===== src/spa_pkg.sv =====
// constants and types for the stack pointer address unit
//
// What this block does
// [RQ1] Every stack grows downward from the top of its area toward lower addresses.
// [RQ2] The pointer register always holds the address of the last item stored.
// [RQ3] Any register except register 7, the program counter, may act as a stack pointer.
// [RQ4] Call and interrupt sequences use register 6 as the stack pointer implicitly.
// [RQ5] Non-system stacks take words or bytes; the system stack takes words only.
// [RQ6] A push lowers the pointer first, then writes the item at the new address.
// [RQ7] A pop reads at the current address, then raises the pointer past the item.
// [RQ8] The system stack register holds even, word-aligned addresses, except after a call or return that names register 6 as the linkage register.
// [RQ9] A call pushes the linkage register, loads it with the return address, jumps; the unit does not jump, target_q is captured but never used.
// [RQ10] A return copies the linkage register to the counter, then pops into it; the unit skips the copy, it only pops into the linkage register.
// [RQ11] Steps are two for words and one for bytes; the system stack always steps two.
package spa_pkg;
  localparam int unsigned DATA_W = 16;
  localparam int unsigned REG_W = 3;
  localparam logic [REG_W-1:0] SYS_STACK_REG = 3'h6;
  localparam logic [REG_W-1:0] INSTR_COUNTER_REG = 3'h7;
  localparam logic [DATA_W-1:0] WORD_STEP = 16'h0002;
  localparam logic [DATA_W-1:0] BYTE_STEP = 16'h0001;
  localparam logic [DATA_W-1:0] EVEN_MASK = 16'hfffe;
  localparam logic [DATA_W-1:0] ZERO_WORD = 16'h0000;

  typedef enum logic [2:0]
  {
    OP_PUSH   = 3'h0,
    OP_POP    = 3'h1,
    OP_CALL   = 3'h2,
    OP_RETURN = 3'h3,
    OP_INTR   = 3'h4
  } spa_op_t;

  typedef enum logic [5:0]
  {
    ST_IDLE  = 6'h01,
    ST_DEC   = 6'h02,
    ST_WRITE = 6'h04,
    ST_READ  = 6'h08,
    ST_INC   = 6'h10,
    ST_LINK  = 6'h20
  } spa_state_t;
endpackage


===== src/spa_rf_if.sv =====
// register file access port shared by the unit and its register file
`timescale 1ns/100ps
interface spa_rf_if;
  logic [spa_pkg::REG_W-1:0]  rd_sel;
  logic [spa_pkg::DATA_W-1:0] rd_data;
  logic [spa_pkg::REG_W-1:0]  wr_sel;
  logic [spa_pkg::DATA_W-1:0] wr_data;
  logic                       wr_en;
  modport unit (output rd_sel, input rd_data, output wr_sel,
                output wr_data, output wr_en);
  modport regs (input rd_sel, output rd_data, input wr_sel,
                input wr_data, input wr_en);
endinterface


===== src/spa_regfile.sv =====
// eight general registers with one read and one write port
`timescale 1ns/100ps
module spa_regfile
(
  input  wire logic clk,
  input  wire logic nrst,
  spa_rf_if.regs    rf
);
  logic [spa_pkg::DATA_W-1:0] regs_q [8];

  assign rf.rd_data = regs_q[rf.rd_sel];

  genvar g;
  generate
    for (g = 0; g < 8; g++)
    begin : g_reg
      localparam logic [spa_pkg::REG_W-1:0] IDX = spa_pkg::REG_W'(g);
      always_ff @(posedge clk or negedge nrst)
      begin
        if (!nrst)
          regs_q[g] <= spa_pkg::ZERO_WORD;
        else if (rf.wr_en && rf.wr_sel == IDX)
          regs_q[g] <= rf.wr_data;
      end
    end
  endgenerate
endmodule


===== src/spa_unit.sv =====
// stack pointer address unit: push, pop, call and return sequencing
`timescale 1ns/100ps
module spa_unit
(
  input  wire logic                       clk,
  input  wire logic                       nrst,
  input  wire logic                       req_valid,
  output logic                            req_ready,
  input  wire spa_pkg::spa_op_t           req_op,
  input  wire logic [spa_pkg::REG_W-1:0]  req_reg,
  input  wire logic                       req_byte,
  input  wire logic [spa_pkg::DATA_W-1:0] req_data,
  input  wire logic [spa_pkg::DATA_W-1:0] req_target,
  output logic                            req_error,
  output logic                            done,
  output logic [spa_pkg::DATA_W-1:0]      pop_data_q,
  output logic                            mem_valid,
  output logic                            mem_write,
  output logic                            mem_byte,
  output logic [spa_pkg::DATA_W-1:0]      mem_addr_q,
  output logic [spa_pkg::DATA_W-1:0]      mem_wdata_q,
  input  wire logic                       mem_ready,
  input  wire logic [spa_pkg::DATA_W-1:0] mem_rdata
);
  spa_rf_if rf ();

  spa_regfile u_regs
  (
    .clk  (clk),
    .nrst (nrst),
    .rf   (rf)
  );

  ////////////////////////////////////////////////////////////////////////////
  // decode

  function automatic logic [spa_pkg::DATA_W-1:0] step_of
  (
    input logic [spa_pkg::REG_W-1:0] r,
    input logic                      b
  );
    step_of = (b && r != spa_pkg::SYS_STACK_REG) ? spa_pkg::BYTE_STEP
                                                 : spa_pkg::WORD_STEP; // RQ11
  endfunction

  spa_pkg::spa_state_t         state_q;
  spa_pkg::spa_state_t         state_d;
  spa_pkg::spa_op_t            op_q;
  logic [spa_pkg::REG_W-1:0]   ptr_q;
  logic [spa_pkg::REG_W-1:0]   link_q;
  logic                        byte_q;
  logic [spa_pkg::DATA_W-1:0]  data_q;
  logic [spa_pkg::DATA_W-1:0]  target_q;
  logic [spa_pkg::DATA_W-1:0]  ptr_val;
  logic [spa_pkg::DATA_W-1:0]  ptr_dec;
  logic [spa_pkg::DATA_W-1:0]  ptr_inc;
  logic [spa_pkg::DATA_W-1:0]  ptr_step;
  logic [spa_pkg::REG_W-1:0]   sel_ptr;
  logic                        eff_byte;
  logic                        bad_reg;
  logic                        idle;
  logic                        mem_done;
  logic [spa_pkg::REG_W-1:0]   idle_sel;
  logic [spa_pkg::DATA_W-1:0]  link_val_q;
  logic [spa_pkg::DATA_W-1:0]  regs_peek;
  logic [spa_pkg::DATA_W-1:0]  mem_rdata_hold;

  // calls, returns and interrupts ignore the named register for stacking
  assign sel_ptr  = (req_op == spa_pkg::OP_PUSH || req_op == spa_pkg::OP_POP)
                    ? req_reg : spa_pkg::SYS_STACK_REG; // RQ4
  assign eff_byte = req_byte && sel_ptr != spa_pkg::SYS_STACK_REG; // RQ5
  assign bad_reg  = req_reg == spa_pkg::INSTR_COUNTER_REG &&
                    (req_op == spa_pkg::OP_PUSH ||
                     req_op == spa_pkg::OP_POP); // RQ3
  assign idle     = state_q == spa_pkg::ST_IDLE;
  assign req_ready = idle;
  assign req_error = idle && req_valid && bad_reg;
  assign mem_done  = mem_valid && mem_ready;
  assign mem_valid = state_q == spa_pkg::ST_WRITE ||
                     state_q == spa_pkg::ST_READ;
  assign mem_write = state_q == spa_pkg::ST_WRITE;
  assign mem_byte  = byte_q;

  assign ptr_val  = rf.rd_data;
  assign ptr_step = step_of(ptr_q, byte_q);
  assign ptr_dec  = ptr_val - ptr_step; // RQ1
  assign ptr_inc  = ptr_val + ptr_step;

  ////////////////////////////////////////////////////////////////////////////
  // register file port

  // one read port: while idle it serves the link value or the pop address
  assign idle_sel  = (req_op == spa_pkg::OP_CALL) ? req_reg : sel_ptr;
  assign rf.rd_sel = (state_q == spa_pkg::ST_LINK) ? link_q
                   : idle ? idle_sel : ptr_q;

  always_comb
  begin
    rf.wr_en   = 1'b0;
    rf.wr_sel  = ptr_q;
    rf.wr_data = ptr_dec;
    case (state_q)
      spa_pkg::ST_DEC:
      begin
        rf.wr_en = 1'b1; // RQ6
        // byte steps never reach the system stack, so it stays even
        if (ptr_q == spa_pkg::SYS_STACK_REG)
          rf.wr_data = ptr_dec & spa_pkg::EVEN_MASK; // RQ8
      end
      spa_pkg::ST_INC:
      begin
        rf.wr_en   = 1'b1; // RQ7
        rf.wr_data = (ptr_q == spa_pkg::SYS_STACK_REG)
                     ? (ptr_inc & spa_pkg::EVEN_MASK) : ptr_inc; // RQ8
      end
      spa_pkg::ST_LINK:
      begin
        rf.wr_en   = 1'b1;
        rf.wr_sel  = link_q;
        rf.wr_data = data_q; // RQ9 RQ10
        if (op_q == spa_pkg::OP_RETURN)
          rf.wr_data = mem_rdata_hold;
      end
      default:
      begin
        rf.wr_en = 1'b0;
      end
    endcase
  end

  assign mem_rdata_hold = pop_data_q;

  ////////////////////////////////////////////////////////////////////////////
  // sequencer

  always_comb
  begin
    state_d = state_q;
    case (state_q)
      spa_pkg::ST_IDLE:
        if (req_valid && !bad_reg)
          state_d = (req_op == spa_pkg::OP_POP ||
                     req_op == spa_pkg::OP_RETURN)
                    ? spa_pkg::ST_READ : spa_pkg::ST_DEC;
      spa_pkg::ST_DEC:
        state_d = spa_pkg::ST_WRITE;
      spa_pkg::ST_WRITE:
        if (mem_ready)
          state_d = (op_q == spa_pkg::OP_CALL) ? spa_pkg::ST_LINK
                                               : spa_pkg::ST_IDLE;
      spa_pkg::ST_READ:
        if (mem_ready)
          state_d = spa_pkg::ST_INC;
      spa_pkg::ST_INC:
        state_d = (op_q == spa_pkg::OP_RETURN) ? spa_pkg::ST_LINK
                                               : spa_pkg::ST_IDLE;
      spa_pkg::ST_LINK:
        state_d = spa_pkg::ST_IDLE;
      default:
        state_d = spa_pkg::ST_IDLE;
    endcase
  end

  always_ff @(posedge clk or negedge nrst)
  begin
    if (!nrst)
      state_q <= spa_pkg::ST_IDLE;
    else
      state_q <= state_d;
  end

  always_ff @(posedge clk or negedge nrst)
  begin
    if (!nrst)
    begin
      op_q     <= spa_pkg::OP_PUSH;
      ptr_q    <= spa_pkg::SYS_STACK_REG;
      link_q   <= spa_pkg::SYS_STACK_REG;
      byte_q   <= 1'b0;
      data_q   <= spa_pkg::ZERO_WORD;
      target_q <= spa_pkg::ZERO_WORD;
    end
    else if (idle && req_valid && !bad_reg)
    begin
      op_q     <= req_op;
      ptr_q    <= sel_ptr;
      link_q   <= req_reg;
      byte_q   <= eff_byte;
      data_q   <= req_data;
      target_q <= req_target;
    end
  end

  // rf read port is single, so the linkage value is captured for the write
  always_ff @(posedge clk or negedge nrst)
  begin
    if (!nrst)
      mem_wdata_q <= spa_pkg::ZERO_WORD;
    else if (state_q == spa_pkg::ST_DEC)
      mem_wdata_q <= (op_q == spa_pkg::OP_CALL) ? link_val_q : data_q;
  end

  always_ff @(posedge clk or negedge nrst)
  begin
    if (!nrst)
      link_val_q <= spa_pkg::ZERO_WORD;
    else if (idle)
      link_val_q <= regs_peek;
  end

  assign regs_peek = rf.rd_data;

  // address is the pointer after the decrement, or as it stands for a read
  always_ff @(posedge clk or negedge nrst)
  begin
    if (!nrst)
      mem_addr_q <= spa_pkg::ZERO_WORD;
    else if (state_q == spa_pkg::ST_DEC)
      mem_addr_q <= rf.wr_data; // RQ2 RQ6
    else if (idle && state_d == spa_pkg::ST_READ)
      mem_addr_q <= ptr_val; // RQ7
  end

  always_ff @(posedge clk or negedge nrst)
  begin
    if (!nrst)
      pop_data_q <= spa_pkg::ZERO_WORD;
    else if (state_q == spa_pkg::ST_READ && mem_ready)
      pop_data_q <= mem_rdata;
  end

  assign done = (state_q == spa_pkg::ST_LINK) ||
                (state_q == spa_pkg::ST_INC && op_q != spa_pkg::OP_RETURN) ||
                (state_q == spa_pkg::ST_WRITE && mem_ready &&
                 op_q != spa_pkg::OP_CALL);
endmodule


===== config.mk =====
export PLATFORM = sky130hd
export DESIGN_NAME = spa_unit
export DESIGN_NICKNAME = d
export VERILOG_FILES = /design/src/spa_pkg.sv /design/src/spa_rf_if.sv /design/src/spa_regfile.sv /design/src/spa_unit.sv
export SDC_FILE = /design/constraint.sdc
export NUM_CORES = 1
export LEC_CHECK = 0
export ABC_AREA = 1
export BUFFER_PORTS_ARGS = -buffer_cell sky130_fd_sc_hd__clkbuf_2
export CAP_MARGIN = 20
export CELL_PAD_IN_SITES_DETAIL_PLACEMENT = 1
export CELL_PAD_IN_SITES_GLOBAL_PLACEMENT = 1
export CORE_ASPECT_RATIO = 1.5
export CORE_MARGIN = 2
export CORE_UTILIZATION = 44
export CTS_CLUSTER_SIZE = 30
export DETAILED_ROUTE_END_ITERATION = 16
export GPL_TIMING_DRIVEN = 0
export PLACE_DENSITY_LB_ADDON = 0.3
export SLEW_MARGIN = 0
export SYNTH_ARGS = -nofsm -noshare
export SYNTH_HDL_FRONTEND = slang
export SYNTH_SLANG_ARGS = --single-unit

===== constraint.sdc =====
create_clock -name clk -period 4.1 [get_ports clk]
set_input_delay 0.615 -clock clk [delete_from_list [all_inputs] [get_ports clk]]
set_output_delay 0.615 -clock clk [all_outputs]
set_load 0.02 [all_outputs]

==> results of run 1 <==
-- path summary, 6_finish.rpt --
path | from | to | slack [ns] | depth (start not counted)
max | state_q[0]$_DFF_PN1_ | u_regs.regs_q[62]$_DFFE_PN0P_ | 0.16 | 26
min | nrst | data_q[3]$_DFFE_PN0P_ | 0.02 | 1
max reg2reg | state_q[0]$_DFF_PN1_ | u_regs.regs_q[62]$_DFFE_PN0P_ | 0.16 | 26
min reg2reg | u_regs.regs_q[76]$_DFFE_PN0P_ | u_regs.regs_q[76]$_DFFE_PN0P_ | 0.47 | 2
max in group asynchronous | nrst | u_regs.regs_q[104]$_DFFE_PN0P_ | 3.24 | 2
min in group clk | req_data[11] | data_q[11]$_DFFE_PN0P_ | 0.28 | 3
-- power by group --
part,switching [W],leakage (nW),internal (W)
logic,0.00603,4.40,0.00233
registers,0.000506,2.41,0.00312
clock network,0.000946,0.400,0.00136
-- sequential cells by signal, summed over array words and instances, names as in the netlist --
register	count
u_regs.regs_q	128
data_q	16
link_val_q	16
mem_addr_q	16
mem_wdata_q	16
pop_data_q	16
state_q	6
link_q	3
op_q	3
ptr_q	3
mem_byte	1
-- kinds of logic (layout without fill, tap and decap cells) --
group / Yosys count / in the layout / share of synthesized area
multiplexers: 1 / 1 / 0.000924
buffers and inverters: 254 / 408 / 0.0874
adder cells (fa/ha/maj): 6 / 6 / 0.00739
XOR/XNOR: 5 / 5 / 0.00421
AO/OA/AOI/OAI: 229 / 229 / 0.104
AND/OR/NAND/NOR: 925 / 925 / 0.336
flip-flops: 224 / 224 / 0.460
-- metal layers --
metal	wire (um)	vias to the layer above
met4	3060	0
met3	1740	158
li1	-	5480
met2	23800	337
met1	16500	5779
met5	0	-
-- critical path, stage by stage, from the launching register on --
cell     delay, ns
dfstp_2       0.61
nor2_4        0.07
nand4_4       0.13
inv_2         0.07
buf_6         0.15
nand2_4       0.07
nand2_4       0.09
inv_6         0.11
buf_12        0.15
buf_6         0.15
o21ai_0       0.09
o22ai_1       0.16
inv_1         0.09
o21ai_4       0.18
inv_1         0.08
ha_1          0.24
fa_2          0.36
nand2_2       0.11
nor2_1        0.07
nand2_2       0.13
inv_2         0.06
nand3_1       0.08
nand2_1       0.09
nand2_2       0.09
nand3_4       0.19
nand2_1       0.12
nand2_1       0.06
-- area by class of cell --
class	count	area (um2)	area share
multi-input combinational	1166	5670	0.398
sequential	224	5610	0.394
clock buffer	41	746	0.0523
inverter	178	678	0.0476
timing repair buffer	111	649	0.0455
tap	342	428	0.0300
buffer	74	394	0.0276
clock inverter	4	73.8	0.00518
-- stage by stage --
step	hold slack [ns]	instance area, um2	setup WS (ns)
after detailed placement	0.457	13200	-0.890
after floorplan	0.319	12200	0.427
final	0.0159	14300	0.158
after global placement	0.453	13100	-2.17
after CTS	0.0245	14100	0.0119
after global routing	0.0354	14300	-0.0143
-- layout by cell type (no fill, tap or decap), types with 5 or more instances in the layout --
| cell | instances |
|---|---|
| o21ai_2 | 9 |
| buf_2 | 14 |
| nor2_2 | 7 |
| nor2_1 | 80 |
| buf_6 | 8 |
| nand4_1 | 6 |
| clkbuf_1 | 55 |
| clkbuf_2 | 95 |
| inv_1 | 167 |
| clkbuf_8 | 7 |
| nand3_4 | 12 |
| nand3b_1 | 21 |
| clkbuf_16 | 25 |
| nand2_1 | 595 |
| inv_2 | 8 |
| nand3_1 | 135 |
| buf_4 | 18 |
| o21ai_1 | 39 |
| dfrtp_1 | 217 |
| nand3_2 | 10 |
| o22ai_1 | 7 |
| o211ai_1 | 10 |
| nand2_4 | 8 |
| a21oi_1 | 8 |
| nand2_2 | 31 |
| o21ai_0 | 138 |
| dfstp_2 | 5 |
| nor3_1 | 8 |
-- what timing repair did --
item	CTS	global route
resized for setup	24	25
pin swaps	8	9
setup endpoints to repair	143	115
setup buffers	8	5
==> results.json, run 1 <==
{
  "ant_nets": 0,
  "via_per_inst": 5.49,
  "synthArstFlopShare": 1.00,
  "fill_cells": 3430,
  "start_util": 0.448,
  "gr-usage-all-layers": 0.312,
  "io_buffers": 96,
  "synth_top_area_frac": 0.450,
  "synth_flop_cell": "dfrtp_1",
  "grt_use_met2": 0.581,
  "ctsHoldBuffers": 0,
  "io_pins": 113,
  "antenna_found_initial": 0,
  "grt_max_degree": 96,
  "die-area_um2": 29100,
  "synth.distinct_cells": 50,
  "n_antenna_cell": 0,
  "syn_inst": 1644,
  "drive_gt1_frac": 0.160,
  "cts_tree": "built",
  "clock_sinks": 224,
  "critPathArrivalTime_ns": 4.36,
  "fp-row-count": 74,
  "yosysSeqAreaShare": 0.460,
  "totalPowerFinal_w": 0.0143,
  "drtPass1Iterations": 5,
  "syn_avg_cell_area_um2": 7.41,
  "final_nets": 1845,
  "worstHoldPathType": "primary input to async pin",
  "synth-edff-count": 0,
  "cap_viol_max_count": 0,
  "yosysWarningCount": 0,
  "cp_max_fo": 10,
  "yosys.area.top_type": "dfrtp_1",
  "slew_violations": 0,
  "wl_per_cell_um": 21.1,
  "gp_congestion": 0.977,
  "status": "finished, final reports clean",
  "endpoint_kind": "flip-flop",
  "grt_pass1_vias": 13000,
  "cts-root-buf": "clkbuf_16",
  "fin_worst_skew_ns": 0.00920,
  "cts_max_path_buffers": 3,
  "fp.dieW_um": 140,
  "vias": 11800,
  "max_slew.worst_pin.slew_ns": 0.840,
  "p_leak_nw": 7.21,
  "drc": 0,
  "dp.cells": 2084,
  "wirelength_um": 45100,
  "final_util": 0.524,
  "layout_min_cycle_time_ns": 3.94,
  "grt_util_met1": 0.328,
  "grt_pass1_wl_um": 70900,
  "coreArea_um2": 27200,
  "clk_latency_ns": 0.54,
  "finalNonFillerCells": 2140,
  "synth_area_leaders": "dfrtp_1 (45%), nand2_1 (19%), o21ai_0 (5.7%)",
  "htree_levels": 1,
  "cts_made_buffers": 25,
  "fp.dieH_um": 208,
  "critPathRequiredTime_ns": 4.52,
  "critPathKind": "flip-flop to flip-flop",
  "areaGrowthSynthToFinish_pct": 17.0,
  "cp-start-kind": "flip-flop",
  "min_period_over_period": 0.962,
  "ys_ff_latch": 224,
  "powerDensity_nw_per_um2": 1000,
  "clock.fmax_mhz": 254,
  "yosysMostFrequentCell": "nand2_1",
  "dpl.hpwl_um": 33800,
  "synth_nets": 1709,
  "ir_worst_vdd_v": 0.000614,
  "syn_area_um2": 12200,
  "ys_top_cells_by_count": "nand2_1 (603), dfrtp_1 (219), inv_1 (168)",
  "overflow": 0,
  "slew_headroom": 0.440,
  "drt_iter0_markers": 495,
  "setup_viol_count_final": 0,
  "top_usage_layer": "met2",
  "hold_viol": 0,
  "clk_pin_slew_ns": 0.06,
  "met3_usage": 0.0383,
  "setup_tns_ns": 0
}
Power figures use the tool's default switching activity.
==> run 2, diff against run 1 <==
SYNTH_HIERARCHICAL = 1   (was default)
==> run 2 against run 1 <==
Hold slack improved by 0.012 ns; combinational power is essentially flat; non-clock buffer count rose by 15; largest power group unchanged.
==> results.json, run 2 <==
{
  "final_util": 0.535,
  "synth_flop_cell": "dfrtp_1",
  "ys_ff_latch": 224,
  "hold_viol": 0,
  "gp_congestion": 0.971,
  "grt_setup_unrepaired": "yes",
  "synth_nets": 1674,
  "htree_levels": 1,
  "io_buffers": 96,
  "slew_violations": 0,
  "synth-edff-count": 0,
  "cts-root-buf": "clkbuf_16",
  "ctsHoldBuffers": 0,
  "synth_top_family_by_area": "simple AND/OR/NAND/NOR gates",
  "drt_iter0_markers": 488,
  "yosys.area_share.simple": 0.284,
  "clk_latency_ns": 0.54,
  "critPathArrivalTime_ns": 4.44,
  "endpoint_kind": "flip-flop",
  "power_frac_comb": 0.583,
  "areaGrowthSynthToFinish_pct": 19.8,
  "critPathKind": "flip-flop to flip-flop",
  "yosys.area.top_type": "dfrtp_1",
  "synth_area_leaders": "dfrtp_1 (46%), nand2_1 (17%), o21ai_0 (8.3%)",
  "synth_top_area_frac": 0.463,
  "seq_power_share": 0.259,
  "wl_per_cell_um": 20.9,
  "cts_tree": "built",
  "yosysWarningCount": 6,
  "vias": 11500,
  "max_slew.worst_pin.slew_ns": 0.744,
  "ir_worst_vdd_v": 0.000522,
  "cts_made_buffers": 23,
  "synth.distinct_cells": 37,
  "syn_inst": 1609,
  "finalNonFillerCells": 2107,
  "reg2reg_slack_ns": 0.1,
  "cp_max_fo": 10,
  "yosysSeqAreaShare": 0.474,
  "most-common-layout-cells": "nand2_1 (502), dfrtp_1 (218), inv_1 (199)",
  "clock_sinks": 224,
  "grt_pass1_vias": 12600,
  "cap_viol_max_count": 0,
  "io_pins": 113,
  "drc": 0,
  "fill_cells": 3379,
  "top_register": "u_regs/regs_q",
  "fp.dieH_um": 205,
  "fp.dieW_um": 138,
  "totalPowerFinal_w": 0.0144,
  "largest_reg_flops": 128,
  "syn_area_um2": 11800,
  "p_sw_w": 0.00750,
  "synth-adder-area-share": 0.00698,
  "gr-usage-all-layers": 0.321,
  "p_sw_frac": 0.522,
  "fin_worst_skew_ns": 0.0225,
  "final_nets": 1819,
  "p_clk_frac": 0.158,
  "powerDensity_nw_per_um2": 1010,
  "n_antenna_cell": 0,
  "yosysMostFrequentCell": "nand2_1",
  "p_leak_nw": 7.79,
  "internal_power_w": 0.00686,
  "drtPass1Iterations": 5,
  "slew_headroom": 0.499,
  "synth_mux_area_frac": 0.00857,
  "crit_slowest_cell": "dfstp_2",
  "ys_top_cells_by_count": "nand2_1 (521), inv_1 (222), dfrtp_1 (219)",
  "start_util": 0.447,
  "synth-xor-area-share": 0.000740,
  "crit_path_frequent_cell": "nand2_2",
  "dpl.hpwl_um": 33100,
  "grt_max_degree": 90,
  "die-area_um2": 28200,
  "synthArstFlopShare": 1.00,
  "dp.cells": 2044,
  "fp-row-count": 73,
  "overflow": 0,
  "clk_pin_slew_ns": 0.07,
  "fin_ws_ns": 0.0979,
  "drive_gt1_frac": 0.195,
  "min_period_over_period": 0.976,
  "coreArea_um2": 26500,
  "timing.rr.start": "state_q[0]$_DFF_PN1_",
  "clock.fmax_mhz": 250,
  "grt_pass1_wl_um": 68600,
  "wirelength_um": 44100,
  "cp-start-kind": "flip-flop",
  "critPathRequiredTime_ns": 4.54,
  "via_per_inst": 5.47,
  "place_ws_ns": -1.24,
  "cts_max_path_buffers": 3,
  "layout_min_cycle_time_ns": 4.00,
  "synth-compound-area-share": 0.118,
  "syn_avg_cell_area_um2": 7.35,
  "r2r-end": "u_regs/regs_q[88]$_DFFE_PN0P_",
  "r2r_cells": 29,
  "ant_nets": 0,
  "antenna_found_initial": 0,
  "status": "finished, final reports clean",
  "setup_viol_count_final": 0,
  "final_common_cell": "nand2_1",
  "worstHoldPathType": "primary input to async pin",
  "critPathMaxStageDelay_ns": 0.58
}
## run 2: critical path: cells and delay by family, from the launching register on
family	cells	cell delay [ns]
DFF	1	0.58
adders and majority gates	1	0.40
buffers and inverters	8	0.87
and+or+nand+nor	18	1.79
AOI/OAI and AO/OA	2	0.24
## run 2: how the worst max path moves through the flow
stage               slack [ns]                 start                             end
CTS                       0.02  state_q[0]$_DFF_PN1_  u_regs/regs_q[120]$_DFFE_PN0P_
floorplan                 0.33  state_q[0]$_DFF_PN1_  u_regs/regs_q[120]$_DFFE_PN0P_
detailed placement       -1.24  state_q[0]$_DFF_PN1_  u_regs/regs_q[120]$_DFFE_PN0P_
finish                     0.1  state_q[0]$_DFF_PN1_   u_regs/regs_q[88]$_DFFE_PN0P_
global placement         -2.14                  nrst      mem_wdata_q[4]$_DFFE_PN0P_
global route             -0.06  state_q[0]$_DFF_PN1_   u_regs/regs_q[88]$_DFFE_PN0P_
## run 2: timing repair
action | in CTS | in global routing
pin swaps | 12 | 23
gates resized for setup | 81 | 89
setup buffers | 12 | 12
endpoints found under the hold margin | 0 | 0
endpoints found under the setup margin | 142 | 111
## run 2: logic make-up after synthesis
family	after synthesis
xor gates and xnor gates	1
buffers and inverters	312
AOI/OAI and AO/OA	271
and+or+nand+nor	786
muxes	9
adders and majority gates	6
DFF	224
## run 2: layout make-up
type	instances	area [um2]	area share
buffer	78	512	0.0361
clock buffer	30	642	0.0453
clock inverter	11	161	0.0114
inverter	232	898	0.0634
multi-input combinational	1073	5190	0.366
sequential	224	5610	0.396
tap	337	422	0.0297
timing repair buffer	122	737	0.0520
## run 2: metrics by stage
stage                     hold slack, ns  setup TNS [ns]  area, um2
after floorplan                    0.319               0      11800
after global placement             0.465         -555.94      12700
after detailed placement           0.473         -102.92      12800
after CTS                         0.0532               0      13900
after global routing              0.0636          -0.332      14200
final                             0.0276               0      14200
## run 2: power by group through the flow
stage | Sequential (W) | Combinational, W | Clock (W)
after detailed placement | 0.00371 | 0.00713 | 0
after global routing | 0.00380 | 0.00907 | 0.00238
after floorplan | 0.00382 | 0.00423 | 0
after CTS | 0.00370 | 0.00767 | 0.00229
after global placement | 0.00366 | 0.00690 | 0
final | 0.00371 | 0.00837 | 0.00227
## run 2: per-layer routing
| metal | share of wire | global-route usage | up-vias |
|---|---|---|---|
| li1 | - | - | 5369 |
| met1 | 0.34 | 0.319 | 5666 |
| met2 | 0.53 | 0.596 | 326 |
| met3 | 0.033 | 0.0393 | 169 |
| met4 | 0.088 | 0.235 | 0 |
| met5 | 0 | 0 | - |
==> run 3, diff against run 2 <==
CELL_PAD_IN_SITES_DETAIL_PLACEMENT = 2   (was 1)
CELL_PAD_IN_SITES_GLOBAL_PLACEMENT = 2   (was 1)
CORE_UTILIZATION = 34   (was 44)
==> run 3 against run 2 <==
Critical endpoint is now u_regs/regs_q[66]$_DFFE_PN0P_; final cell count is 4.8% higher; sequential cell count stayed put; power is 2.1% higher; routed wire length is 14% higher; sequential power is 2% higher; non-clock buffer count is 9 higher; largest power group unchanged; worst setup slack worse by 0.0059 ns; core utilization is 11 points lower.
==> results.json, run 3 (synthesized netlist as in run 2, its figures left out) <==
{
  "status": "finished, final reports clean",
  "gr-usage-all-layers": 0.276,
  "max_slew.worst_pin.slew_ns": 0.942,
  "slew_violations": 0,
  "r2r_cells": 26,
  "wl_per_cell_um": 22.7,
  "clk_pin_slew_ns": 0.08,
  "antenna_found_initial": 0,
  "top_register": "u_regs/regs_q",
  "cts_max_path_buffers": 3,
  "clock.fmax_mhz": 250,
  "cp-start-kind": "flip-flop",
  "final_cell_area_um2": 14500,
  "grt_pass1_vias": 13200,
  "start_util": 0.345,
  "cp_max_fo": 10,
  "powerDensity_nw_per_um2": 1010,
  "n_antenna_cell": 0,
  "fp-row-count": 83,
  "reg2reg_slack_ns": 0.09,
  "gp_congestion": 0.933,
  "dpl_cell_area_um2": 12900,
  "p_leak_nw": 7.86,
  "critPathRequiredTime_ns": 4.56,
  "cts_tree": "built",
  "htree_levels": 1,
  "final_nets": 1831,
  "clock_sinks": 224,
  "io_pins": 113,
  "setup_tns_ns": 0,
  "fin_worst_skew_ns": 0.0248,
  "areaGrowthSynthToFinish_pct": 22.5,
  "fp.dieH_um": 232,
  "ir_worst_vdd_v": 0.000421,
  "cap_viol_max_count": 0,
  "most-common-layout-cells": "nand2_1 (508), dfrtp_1 (215), inv_1 (198)",
  "drive_gt1_frac": 0.199,
  "clk_latency_ns": 0.55,
  "fill_cells": 3998,
  "cts-root-buf": "clkbuf_16",
  "ff_latch_area_um2": 5620,
  "final_util": 0.423,
  "hold_viol": 0,
  "min_period_over_period": 0.978,
  "via_per_inst": 5.33,
  "grt_max_degree": 105,
  "slew_headroom": 0.365,
  "wirelength_um": 50200,
  "io_buffers": 96,
  "drtPass1Iterations": 5,
  "die-area_um2": 36300,
  "final_common_cell": "nand2_1",
  "setup_viol_count_final": 0,
  "dpl.hpwl_um": 37300,
  "cts_made_buffers": 25,
  "overflow": 0,
  "grt_pass1_wl_um": 76300,
  "drt_iter0_markers": 481,
  "ant_nets": 0,
  "largest_reg_flops": 128,
  "vias": 11800,
  "worstHoldPathType": "primary input to async pin",
  "fp.dieW_um": 156,
  "drc": 0,
  "endpoint_kind": "flip-flop",
  "coreArea_um2": 34300,
  "multi_input_area_um2": 5160,
  "critPathArrivalTime_ns": 4.47,
  "layout_min_cycle_time_ns": 4.01,
  "critPathKind": "flip-flop to flip-flop"
}
[run 3: changes by cell type in the layout (fill, tap and decap cells not counted), moves of 4 or more]
cell	previous run	this run
buf_4	29	35
nand2_1	502	508
nand2_2	18	12
o21ai_2	12	6
buf_6	6	11
clkbuf_2	106	102
[run 3: critical path, cell delays in order (launching register included)]
cell and delay [ns]:
dfstp_2 0.61, inv_4 0.05, nor2_4 0.10, nand3_4 0.12
inv_8 0.11, nand3_2 0.06, o21ai_1 0.09, nand2_1 0.11
nand2_4 0.15, buf_8 0.17, buf_6 0.18, nand2_1 0.07
nand3_1 0.08, nand2_1 0.09, nand2_1 0.12, nand2_4 0.10
ha_1 0.29, inv_1 0.12, ha_1 0.18, inv_2 0.07
nand2_4 0.12, inv_4 0.07, nand2_1 0.09, nand3_1 0.12
o211ai_1 0.24, inv_2 0.18, o21ai_0 0.21
[run 3: timing repair]
action | CTS | global route
setup endpoints to repair | 143 | 108
gates resized for setup | 90 | 88
pin swaps | 13 | 21
buffers inserted | 14 | 20
gates cloned | 0 | 1
hold buffers | 0 | 0
[run 3: layout make-up]
class	count	area share
Clock inverter	13	0.0136
Multi-Input combinational cell	1073	0.356
Inverter	232	0.0633
Tap cell	425	0.0367
Clock buffer	32	0.0484
Buffer	77	0.0376
Timing Repair inverter	1	0.000604
Sequential cell	224	0.388
Timing Repair Buffer	132	0.0557
[run 3: final timing paths]
kind | start | to
worst max-delay path | state_q[0]$_DFF_PN1_ | u_regs/regs_q[66]$_DFFE_PN0P_
worst min-delay path | nrst | u_regs/regs_q[81]$_DFFE_PN0P_
worst max register to register | state_q[0]$_DFF_PN1_ | u_regs/regs_q[66]$_DFFE_PN0P_
worst min register to register | link_q[1]$_DFFE_PN1P_ | link_q[1]$_DFFE_PN1P_
max in group asynchronous | nrst | u_regs/regs_q[121]$_DFFE_PN0P_
min in group clk | mem_rdata[13] | pop_data_q[13]$_DFFE_PN0P_
[run 3: through the flow]
stage	total power, W	setup WS (ns)	std cells	hold WS (ns)
floorplan	0.00804	0.330	1609	0.319
global placement	0.0107	-2.38	2130	0.465
detailed placement	0.0110	-1.22	2132	0.476
CTS	0.0141	0.00754	2190	0.0706
global route	0.0157	-0.102	2209	0.0854
finish	0.0147	0.0920	2209	0.0533
[run 3: layer usage]
layer | track usage | part of all wire
met5 | 0 | 0
met4 | 0.172 | 0.071
met3 | 0.0251 | 0.026
met2 | 0.543 | 0.56
met1 | 0.273 | 0.35
[run 3: report_power, final]
part | switching, W | internal [W] | total, W
combinational | 0.00598 | 0.00240 | 0.00838
sequential | 0.000648 | 0.00313 | 0.00378
clock | 0.000986 | 0.00152 | 0.00251
